<file path="src/pkg/conv_seq_map.vh">
// Constants for the converter sequencer: register fields and timing counts.
// Assumes inclusion by the sequencer top and its pipeline leaf.
`ifndef CONV_SEQ_MAP_VH
`define CONV_SEQ_MAP_VH
`define CORE_PER_CONV      3'd4
`define TICK_PHASE         2'd3
`define WRITE_PHASE        2'd1
`define PIPE_DEPTH         4
`define SAMPLE_WIDTH       12
`define RESULT_WIDTH       16
`define CTRL_START_SRC_BIT 0
`define CTRL_MODE_LO_BIT   3
`define CTRL_MODE_HI_BIT   4
`define CTRL_RESET         5'h00
`define STAT_XTRA_OTR_BIT  4
`define STAT_RESET         5'h00
`define OTR_RESET          8'h00
`define RESULT_RESET       16'h0000
`define MODE_SIMUL         2'h0
`define MODE_SEQUENTIAL    2'h1
`define MODE_OFFSET_CAL    2'h2
`define MODE_GAIN_CAL      2'h3
`define CONV_LIMIT_CORE    49
`endif

</file>
<file path="src/hw/conv_pipe.v">
// Four-stage converter pipeline with channel tags; shifts on the
// converter-clock enable. Assumes one core clock and async active-low reset.
`timescale 1ns/1ps
`include "conv_seq_map.vh"
module conv_pipe #(
  parameter DEPTH = `PIPE_DEPTH
) (
  // Clock and reset
  input  wire        clk,
  input  wire        rstn,
  // Stage one entry
  input  wire        step,
  input  wire        in_valid,
  input  wire [3:0]  in_tag,
  input  wire [11:0] in_code,
  input  wire        in_otr,
  // Pipeline exit
  output wire        out_valid,
  output wire [3:0]  out_tag,
  output wire [11:0] out_code,
  output wire        out_otr
);
  reg [DEPTH-1:0] vld_r;
  reg [3:0]       tag_r  [0:DEPTH-1];
  reg [11:0]      code_r [0:DEPTH-1];
  reg [DEPTH-1:0] otr_r;
  genvar i;
  generate
    for (i = 0; i < DEPTH; i = i + 1) begin : stage
      wire        v_in;
      wire [3:0]  t_in;
      wire [11:0] c_in;
      wire        o_in;
      // Stage zero takes the entry port, so no index below zero is built
      if (i == 0) begin : head
        assign v_in = in_valid;
        assign t_in = in_tag;
        assign c_in = in_code;
        assign o_in = in_otr;
      end else begin : body
        assign v_in = vld_r[i-1];
        assign t_in = tag_r[i-1];
        assign c_in = code_r[i-1];
        assign o_in = otr_r[i-1];
      end
      always @(posedge clk or negedge rstn) begin
        if (!rstn) begin
          vld_r[i]  <= 1'b0;
          tag_r[i]  <= 4'h0;
          code_r[i] <= 12'h000;
          otr_r[i]  <= 1'b0;
        end else if (step) begin
          vld_r[i]  <= v_in;
          tag_r[i]  <= t_in;
          code_r[i] <= c_in;
          otr_r[i]  <= o_in;
        end
      end
    end
  endgenerate
  assign out_valid = vld_r[DEPTH-1];
  assign out_tag   = tag_r[DEPTH-1];
  assign out_code  = code_r[DEPTH-1];
  assign out_otr   = otr_r[DEPTH-1];
endmodule // conv_pipe

</file>
<file path="src/hw/conv_sequencer.v">
// Sequencer for an eight-input two-bank pipelined converter: divider,
// mode control, pair sequencing, result and status registers.
// Assumes the analog core delivers a digitised code per selected input
// (VCORE already quantised) and that the core reads registers directly.
// Function
// - Converter clock is four core clocks
// - Divider fixed, no register changes it
// - Result is 12 bits left-aligned in 16
// - Zero is 0x0000, saturate 0x7FF0 / 0x8000
// - Range flag set outside reference span
// - Eight range flags, bit n for input n
// - Control bits 4:3 select mode
// - Reset selects simultaneous sampling
// - Pairs sampled 0/4, 1/5, 2/6, 3/7
// - Start rising edge samples first pair
// - Pipeline takes three and half converter clocks
// - First of pair enters, partner next
// - Pairs sampled eight core clocks apart
// - Status bit per pair when both valid
// - New sequence clears status register
// - Last result valid raises complete interrupt
// - Start to interrupt within 49 core clocks
// - Control bit 0 picks start source
// - Idle converts input 0 into tracking register
// - Tracking flag in status bit four only
// - Sequential samples four clocks apart, status together
`timescale 1ns/1ps
`include "conv_seq_map.vh"
module conv_sequencer (
  // Clock and reset
  input  wire        CLK,
  input  wire        RSTN,
  // Start sources (asynchronous pins)
  input  wire        PWM_PERIOD_SYNC_PULSE,
  input  wire        EXTERNAL_START_PIN,
  // Control register write port
  input  wire        CTRL_WE,
  input  wire [4:0]  CTRL_WDATA,
  // Analog core: selected input number and its digitised value
  output wire [2:0]  ANALOG_SELECT,
  output wire        ANALOG_SAMPLE,
  input  wire [12:0] ANALOG_CORE_VALUE,
  // Memory-mapped registers
  output wire [4:0]  CONVERTER_CONTROL_REG,
  output wire [4:0]  CONVERSION_STATUS_REG,
  output wire [7:0]  RANGE_FAULT_FLAGS,
  output wire [15:0] TRACKING_RESULT,
  output wire [127:0] CONVERSION_RESULTS,
  // Interrupt request to the interrupt controller unit, and converter clock tick
  output wire        CONVERSION_DONE_IRQ,
  output wire        CONVERTER_CLOCK_TICK
);
  localparam ST_IDLE = 3'b001;
  localparam ST_RUN  = 3'b010;
  localparam ST_DRAIN = 3'b100;

  // Saturating 13-bit signed core value to 12-bit code, range flag
  function [12:0] quantise;
    input [12:0] v;
    begin
      if (!v[12] && v[11])
        quantise = {1'b1, 12'h7FF};
      else if (v[12] && !v[11])
        quantise = {1'b1, 12'h800};
      else
        quantise = {1'b0, v[11:0]};
    end
  endfunction

  // Channel number for slot k of a sequence in a given mode
  function [2:0] slot_channel;
    input [2:0] k;
    input       seq;
    begin
      if (seq)
        slot_channel = k;
      else
        slot_channel = {k[0], k[2:1]};
    end
  endfunction

  reg  [1:0]  div_r;
  reg  [4:0]  ctrl_r;
  reg  [4:0]  stat_r;
  reg  [7:0]  otr_r;
  reg  [15:0] xtra_r;
  reg  [15:0] res_r [0:7];
  reg  [1:0]  pwm_sync_r;
  reg  [1:0]  ext_sync_r;
  reg         start_prev_r;
  reg  [2:0]  state_r;
  reg  [3:0]  slot_r;
  reg         irq_r;
  reg  [2:0]  sel_r;
  wire        tick;
  wire        wb;
  wire        start_lvl;
  wire        start_edge;
  wire        seq_mode;
  wire [12:0] q;
  wire        p_vld;
  wire [3:0]  p_tag;
  wire [11:0] p_code;
  wire        p_otr;
  wire        last_slot;
  wire [3:0]  enter_tag;
  wire [12:0] enter_val;
  wire        enter_vld;
  wire [4:0]  ctrl_nxt;

  // Fixed divide-by-four, no software access to it
  assign tick = (div_r == `TICK_PHASE);
  // Results land half a converter clock after the last stage loads;
  // waiting for the next tick would overrun the start-to-done budget
  assign wb   = (div_r == `WRITE_PHASE);
  always @(posedge CLK or negedge RSTN) begin
    if (!RSTN)
      div_r <= 2'd0;
    else
      div_r <= div_r + 2'd1;
  end

  // Only mode and start-source bits are writable
  assign ctrl_nxt = {CTRL_WDATA[4:3], 2'b00, CTRL_WDATA[0]};
  always @(posedge CLK or negedge RSTN) begin
    if (!RSTN)
      ctrl_r <= `CTRL_RESET;
    else if (CTRL_WE)
      ctrl_r <= ctrl_nxt;
  end
  assign seq_mode = (ctrl_r[4:3] == `MODE_SEQUENTIAL);

  // Pins cross into the core clock through two flops each
  always @(posedge CLK or negedge RSTN) begin
    if (!RSTN) begin
      pwm_sync_r   <= 2'b00;
      ext_sync_r   <= 2'b00;
      start_prev_r <= 1'b0;
    end else begin
      pwm_sync_r   <= {pwm_sync_r[0], PWM_PERIOD_SYNC_PULSE};
      ext_sync_r   <= {ext_sync_r[0], EXTERNAL_START_PIN};
      start_prev_r <= start_lvl;
    end
  end
  assign start_lvl  = ctrl_r[`CTRL_START_SRC_BIT] ? ext_sync_r[1]
                                                  : pwm_sync_r[1];
  assign start_edge = start_lvl && !start_prev_r;

  // Slot counter: one channel entering the pipeline per converter clock
  assign last_slot = (slot_r == 4'd7);
  always @(posedge CLK or negedge RSTN) begin
    if (!RSTN) begin
      state_r <= ST_IDLE;
      slot_r  <= 4'd0;
    end else begin
      case (state_r)
        ST_IDLE: begin
          if (start_edge) begin
            state_r <= ST_RUN;
            slot_r  <= 4'd0;
          end
        end
        ST_RUN: begin
          if (tick) begin
            if (last_slot)
              state_r <= ST_DRAIN;
            else
              slot_r <= slot_r + 4'd1;
          end
        end
        ST_DRAIN: begin
          if (wb && p_vld && p_tag == 4'hF)
            state_r <= ST_IDLE;
        end
        default: state_r <= ST_IDLE;
      endcase
    end
  end

  // Sample: pairs every second converter clock, or one input per clock
  assign q = quantise(ANALOG_CORE_VALUE);
  // Select lags the slot by one clock, harmless: every capture comes
  // at least one clock after a slot change, and slot 0 is input 0
  always @(posedge CLK or negedge RSTN) begin
    if (!RSTN)
      sel_r <= 3'd0;
    else if (state_r == ST_RUN)
      sel_r <= slot_channel(slot_r[2:0], seq_mode);
    else
      sel_r <= 3'd0;
  end

  // Simultaneous: slot 2k holds input k, slot 2k+1 takes its partner
  assign enter_vld = (state_r == ST_RUN) ? 1'b1 : (state_r == ST_IDLE);
  assign enter_tag = (state_r == ST_RUN) ?
                     {1'b1, slot_channel(slot_r[2:0], seq_mode)} : 4'h0;
  assign enter_val = q;

  conv_pipe #(.DEPTH(`PIPE_DEPTH)) u_pipe (
    .clk       (CLK),
    .rstn      (RSTN),
    .step      (tick),
    .in_valid  (enter_vld),
    .in_tag    (enter_tag),
    .in_code   (enter_val[11:0]),
    .in_otr    (enter_val[12]),
    .out_valid (p_vld),
    .out_tag   (p_tag),
    .out_code  (p_code),
    .out_otr   (p_otr)
  );

  // Writeback of results, range flags and status
  integer n;
  always @(posedge CLK or negedge RSTN) begin
    if (!RSTN) begin
      otr_r  <= `OTR_RESET;
      stat_r <= `STAT_RESET;
      xtra_r <= `RESULT_RESET;
      irq_r  <= 1'b0;
      for (n = 0; n < 8; n = n + 1)
        res_r[n] <= `RESULT_RESET;
    end else begin
      irq_r <= 1'b0;
      if (state_r == ST_IDLE && start_edge) begin
        stat_r <= `STAT_RESET;
      end else if (wb && p_vld && p_tag[3]) begin
        res_r[p_tag[2:0]]  <= {p_code, 4'h0};
        otr_r[p_tag[2:0]]  <= p_otr;
        if (!seq_mode && p_tag[2])
          stat_r[p_tag[1:0]] <= 1'b1;
        if (p_tag[2:0] == 3'd7) begin
          if (seq_mode)
            stat_r[3:0] <= 4'hF;
          irq_r <= 1'b1;
        end
      end else if (wb && p_vld && state_r == ST_IDLE) begin
        xtra_r <= {p_code, 4'h0};
        stat_r[`STAT_XTRA_OTR_BIT] <= p_otr;
      end
    end
  end

  assign ANALOG_SELECT         = sel_r;
  assign ANALOG_SAMPLE         = tick;
  assign CONVERTER_CONTROL_REG = ctrl_r;
  assign CONVERSION_STATUS_REG = stat_r;
  assign RANGE_FAULT_FLAGS     = otr_r;
  assign TRACKING_RESULT       = xtra_r;
  assign CONVERSION_DONE_IRQ   = irq_r;
  assign CONVERTER_CLOCK_TICK  = tick;
  genvar g;
  generate
    for (g = 0; g < 8; g = g + 1) begin : res_out
      assign CONVERSION_RESULTS[g*16 +: 16] = res_r[g];
    end
  endgenerate
endmodule // conv_sequencer

</file>
<file path="config.mk">
export PLATFORM = sky130hd
export DESIGN_NAME = conv_sequencer
export DESIGN_NICKNAME = d
export VERILOG_FILES = /design/src/hw/conv_pipe.v /design/src/hw/conv_sequencer.v
export VERILOG_INCLUDE_DIRS = /design/src /design/src/pkg
export SDC_FILE = /design/constraint.sdc
export NUM_CORES = 1
export LEC_CHECK = 0
export BUFFER_PORTS_ARGS = -buffer_cell sky130_fd_sc_hd__buf_2
export CORE_MARGIN = 2
export CORE_UTILIZATION = 51
export DETAILED_ROUTE_END_ITERATION = 16
export PLACE_DENSITY = 0.76
export REMOVE_ABC_BUFFERS = 1
export SLEW_MARGIN = 30
export SYNTH_ARGS = -nofsm -noshare
export SYNTH_HDL_FRONTEND = slang
export SYNTH_SLANG_ARGS = --single-unit
</file>
<file path="constraint.sdc">
create_clock -name CLK -period 2.7 [get_ports CLK]
set_input_delay 0.405 -clock CLK [delete_from_list [all_inputs] [get_ports CLK]]
set_output_delay 0.405 -clock CLK [all_outputs]
set_load 0.02 [all_outputs]
</file>
==> results.md <==
- Status: finished, final reports clean
- Hold Crit Class: input port to register
- Max-slew violations: 0
- Reg2reg setup slack: 0.36 ns
- CP Class: register to register
- Seq pwr share: 0.488
- CORE AREA: 0.0166 mm2
- Setup TNS: 0 ns
- Post-synth design cell area: 0.00869 mm2
- First-pass GRT wire length: 28100 um
- Root buffer cell: clkbuf_16
- Vias post-DR: 5072
- Slowest-stage cell, CP: nor3b_4
- Top cells by count, synth: 213 x dfrtp_1, 164 x mux2_2, 40 x buf_4, 27 x nor2_1, 24 x a21oi_1
- YS warnings: 0
- Min cycle time layout: 2.34 ns
- # nets final: 785
- Peak supply drop: 402 uV
- Cell area after layout: 0.0103 mm2
- Largest area contributor in the netlist: dfrtp_1
- Final WS setup: 0.357 ns
- Hold Path Cell Cnt: 2
- Post-Layout Cell Count: 991
- Max incr delay on CP: 0.70 ns
- Register area share after synthesis: 0.617
- # DRC: 0
- Worst-path clk slew: 0.06 ns
- Rows: 47
- Final period utilization: 0.868
- Clk network pwr share: 0.384
- Share of cells above drive strength 1: 0.494
- Vias in the first global route: 5237
- H-tree depth: 1
- Pwr Total: 7.52 mW
- Post-cts repair resize count: 0
- Synth Instances: 608
- Final antenna-violating net count: 0
- Worst-Skew Late Latency: 0.51 ns
- Iter 0 DRT Violations: 257
- Crit path required time: 3.08 ns
- PwrDens: 732 mW/mm2
- Levels on crit path: 4
- Placed cells: 949
- Ys flop type: dfrtp_1
- I/O pin count: 191
- Clock sink count: 214
- Post-synth cell types: 45
- Combinational share of power: 0.128
- Final core utilization: 0.617
- Avg Cell Area, Syn: 14.3 um2
- Max cap viols: 0
- Worst Path Buf+Inv: 0
- RR Endpoint: CONVERSION_RESULTS[111]
- Final Hold Vio Count: 0
- Count of state elements after synthesis: 214
- Reg-to-Reg Start: CONVERTER_CONTROL_REG[0]
- CP endpoint kind: register
- Critical Path Source: CONVERTER_CONTROL_REG[0]
- Via density: 5.12
- Maximum clock rate: 427 MHz
- Die Y-Extent: 135 um
- Sw frac: 0.261
- CP max FO: 13
- N_diodes: 0
- Crit path capture: CONVERSION_RESULTS[111]
- Post-synth top area share: 0.614
- Total GRT Usage: 0.196
- TritonCTS clock tree: built
- Worst-margin pin slew: 0.777 ns
- Internal power: 5.56 mW
- Initial antenna violation count: 0
- Initial Utilization: 0.522
- P_sw: 1.96 mW
- Place WS: 0.359 ns
- Top delay family on crit path: multiplexers
- Clock Path Buffers: 3
- Unrepaired setup endpoints after global routing: false
- Count leader, synth: dfrtp_1
- Arrival time at the worst endpoint: 2.72 ns
- Top cells by area, synth: dfrtp_1 61%, mux2_2 21%, buf_4 3.5%
- Leakage: 5.32 nW
- Die width: 135 um
- Die Area: 0.0181 mm2
- Slew headroom: 0.481
- # setup viols final: 0
- CP cell instances: mux2i_2, o311ai_2, nor3b_4, mux2_2
- Pre-Repair DR Iteration Count: 4
- Placed instance area: 0.00954 mm2
- Buffers on Ports: 150
- Final setup skew: 0.0174 ns
- Avg WL per Cell: 17.6 um
- WL final: 17400 um
- Detailed-placement wirelength estimate: 12000 um
- EDFF count, synth: 0
- Overflow after GRT: 0
- Gpl congestion: 0.857
- Asr flop ratio synth: 1.00
- Depth of the worst register-to-register path: 4
- Pin count of the biggest net entering global routing: 87
- Hold WS: 0.150 ns
- CP Launch Type: register
- TritonCTS Buffers: 22
- Area Overhead vs Synth: 18.3%
==> area by class of cell <==
| class | instances | area [um2] |
|---|---|---|
| clock buffers | 35 | 669 |
| clock inverters | 4 | 35.0 |
| fillers | 1289 | 6370 |
| inverters | 13 | 48.8 |
| multi-input cells | 339 | 2970 |
| flip-flops and latches | 214 | 5360 |
| well taps | 220 | 275 |
| repair buffers | 166 | 925 |
==> worst min path at each step <==
stage                        from                        to  slack [ns]
floorplan                    RSTN          ANALOG_SELECT[0]        0.11
global route        CTRL_WDATA[4]  CONVERTER_CONTROL_REG[4]        0.15
finish              CTRL_WDATA[4]  CONVERTER_CONTROL_REG[4]        0.15
CTS                 CTRL_WDATA[0]  CONVERTER_CONTROL_REG[0]        0.13
detailed placement  pwm_sync_r[0]             pwm_sync_r[1]        0.34
global placement    pwm_sync_r[0]             pwm_sync_r[1]        0.34
==> layer usage <==
layer	wire [um]	part of all wire	global-route usage	vias to the layer above
met5	0	0	0	-
met4	464	0.027	0.0696	0
met3	968	0.055	0.0357	30
met2	8410	0.48	0.319	159
met1	7600	0.44	0.269	2566
li1	-	-	-	2317
==> power by group through the flow <==
stage	registers, mW	logic, mW	clock network, mW
global route	3.71	1.04	3.11
floorplan	3.86	0.416	0
detailed placement	3.73	0.962	0
global placement	3.70	0.927	0
CTS	3.67	0.975	2.97
finish	3.67	0.959	2.89
==> cell families (layout without fill, tap and decap cells) <==
| logic type | Yosys count | after routing | synth area share |
|---|---|---|---|
| other | 1 | 38 | 0.000432 |
| AOI/OAI and AO/OA | 46 | 46 | 0.0331 |
| buffers and inverters | 92 | 218 | 0.0606 |
| muxes | 180 | 180 | 0.237 |
| DFF | 214 | 214 | 0.617 |
| xor gates and xnor gates | 2 | 2 | 0.00202 |
| adders and majority gates | 6 | 6 | 0.00864 |
| and+or+nand+nor | 67 | 67 | 0.0411 |
==> layout by cell type, fill, tap and decap left out, drive strengths merged, types with 3 or more instances in the layout <==
cell / n
mux2i: 5
inv: 14
nand3: 3
a31oi: 5
nand2b: 5
dlygate4sd3: 3
o21ai: 7
clkbuf: 36
dfrtp: 213
conb: 38
a21oi: 24
mux2: 175
nand3b: 3
nand2: 9
clkinv: 3
nor2b: 4
and3: 3
nor3: 5
ha: 6
nor2: 27
buf: 162
==> state kept, by name, summed over array words and instances (netlist names), 3 cells and up <==
name,flops
u_pipe.stage.v_in,3
u_pipe.out_tag,4
u_pipe.stage.t_in,12
CONVERSION_RESULTS,96
CONVERSION_STATUS_REG,5
TRACKING_RESULT,12
u_pipe.stage.o_in,3
CONVERTER_CONTROL_REG,3
RANGE_FAULT_FLAGS,8
u_pipe.out_code,12
state_r,3
slot_r,4
ANALOG_SELECT,3
u_pipe.stage.c_in,36
==> what timing repair did <==
action | 4_1_cts | 5_1_grt
hold buffers | 3 | 0
hold endpoints to repair | 82 | 0
buffers inserted | 0 | 0
Note: power is estimated with default switching activity, not from simulation.
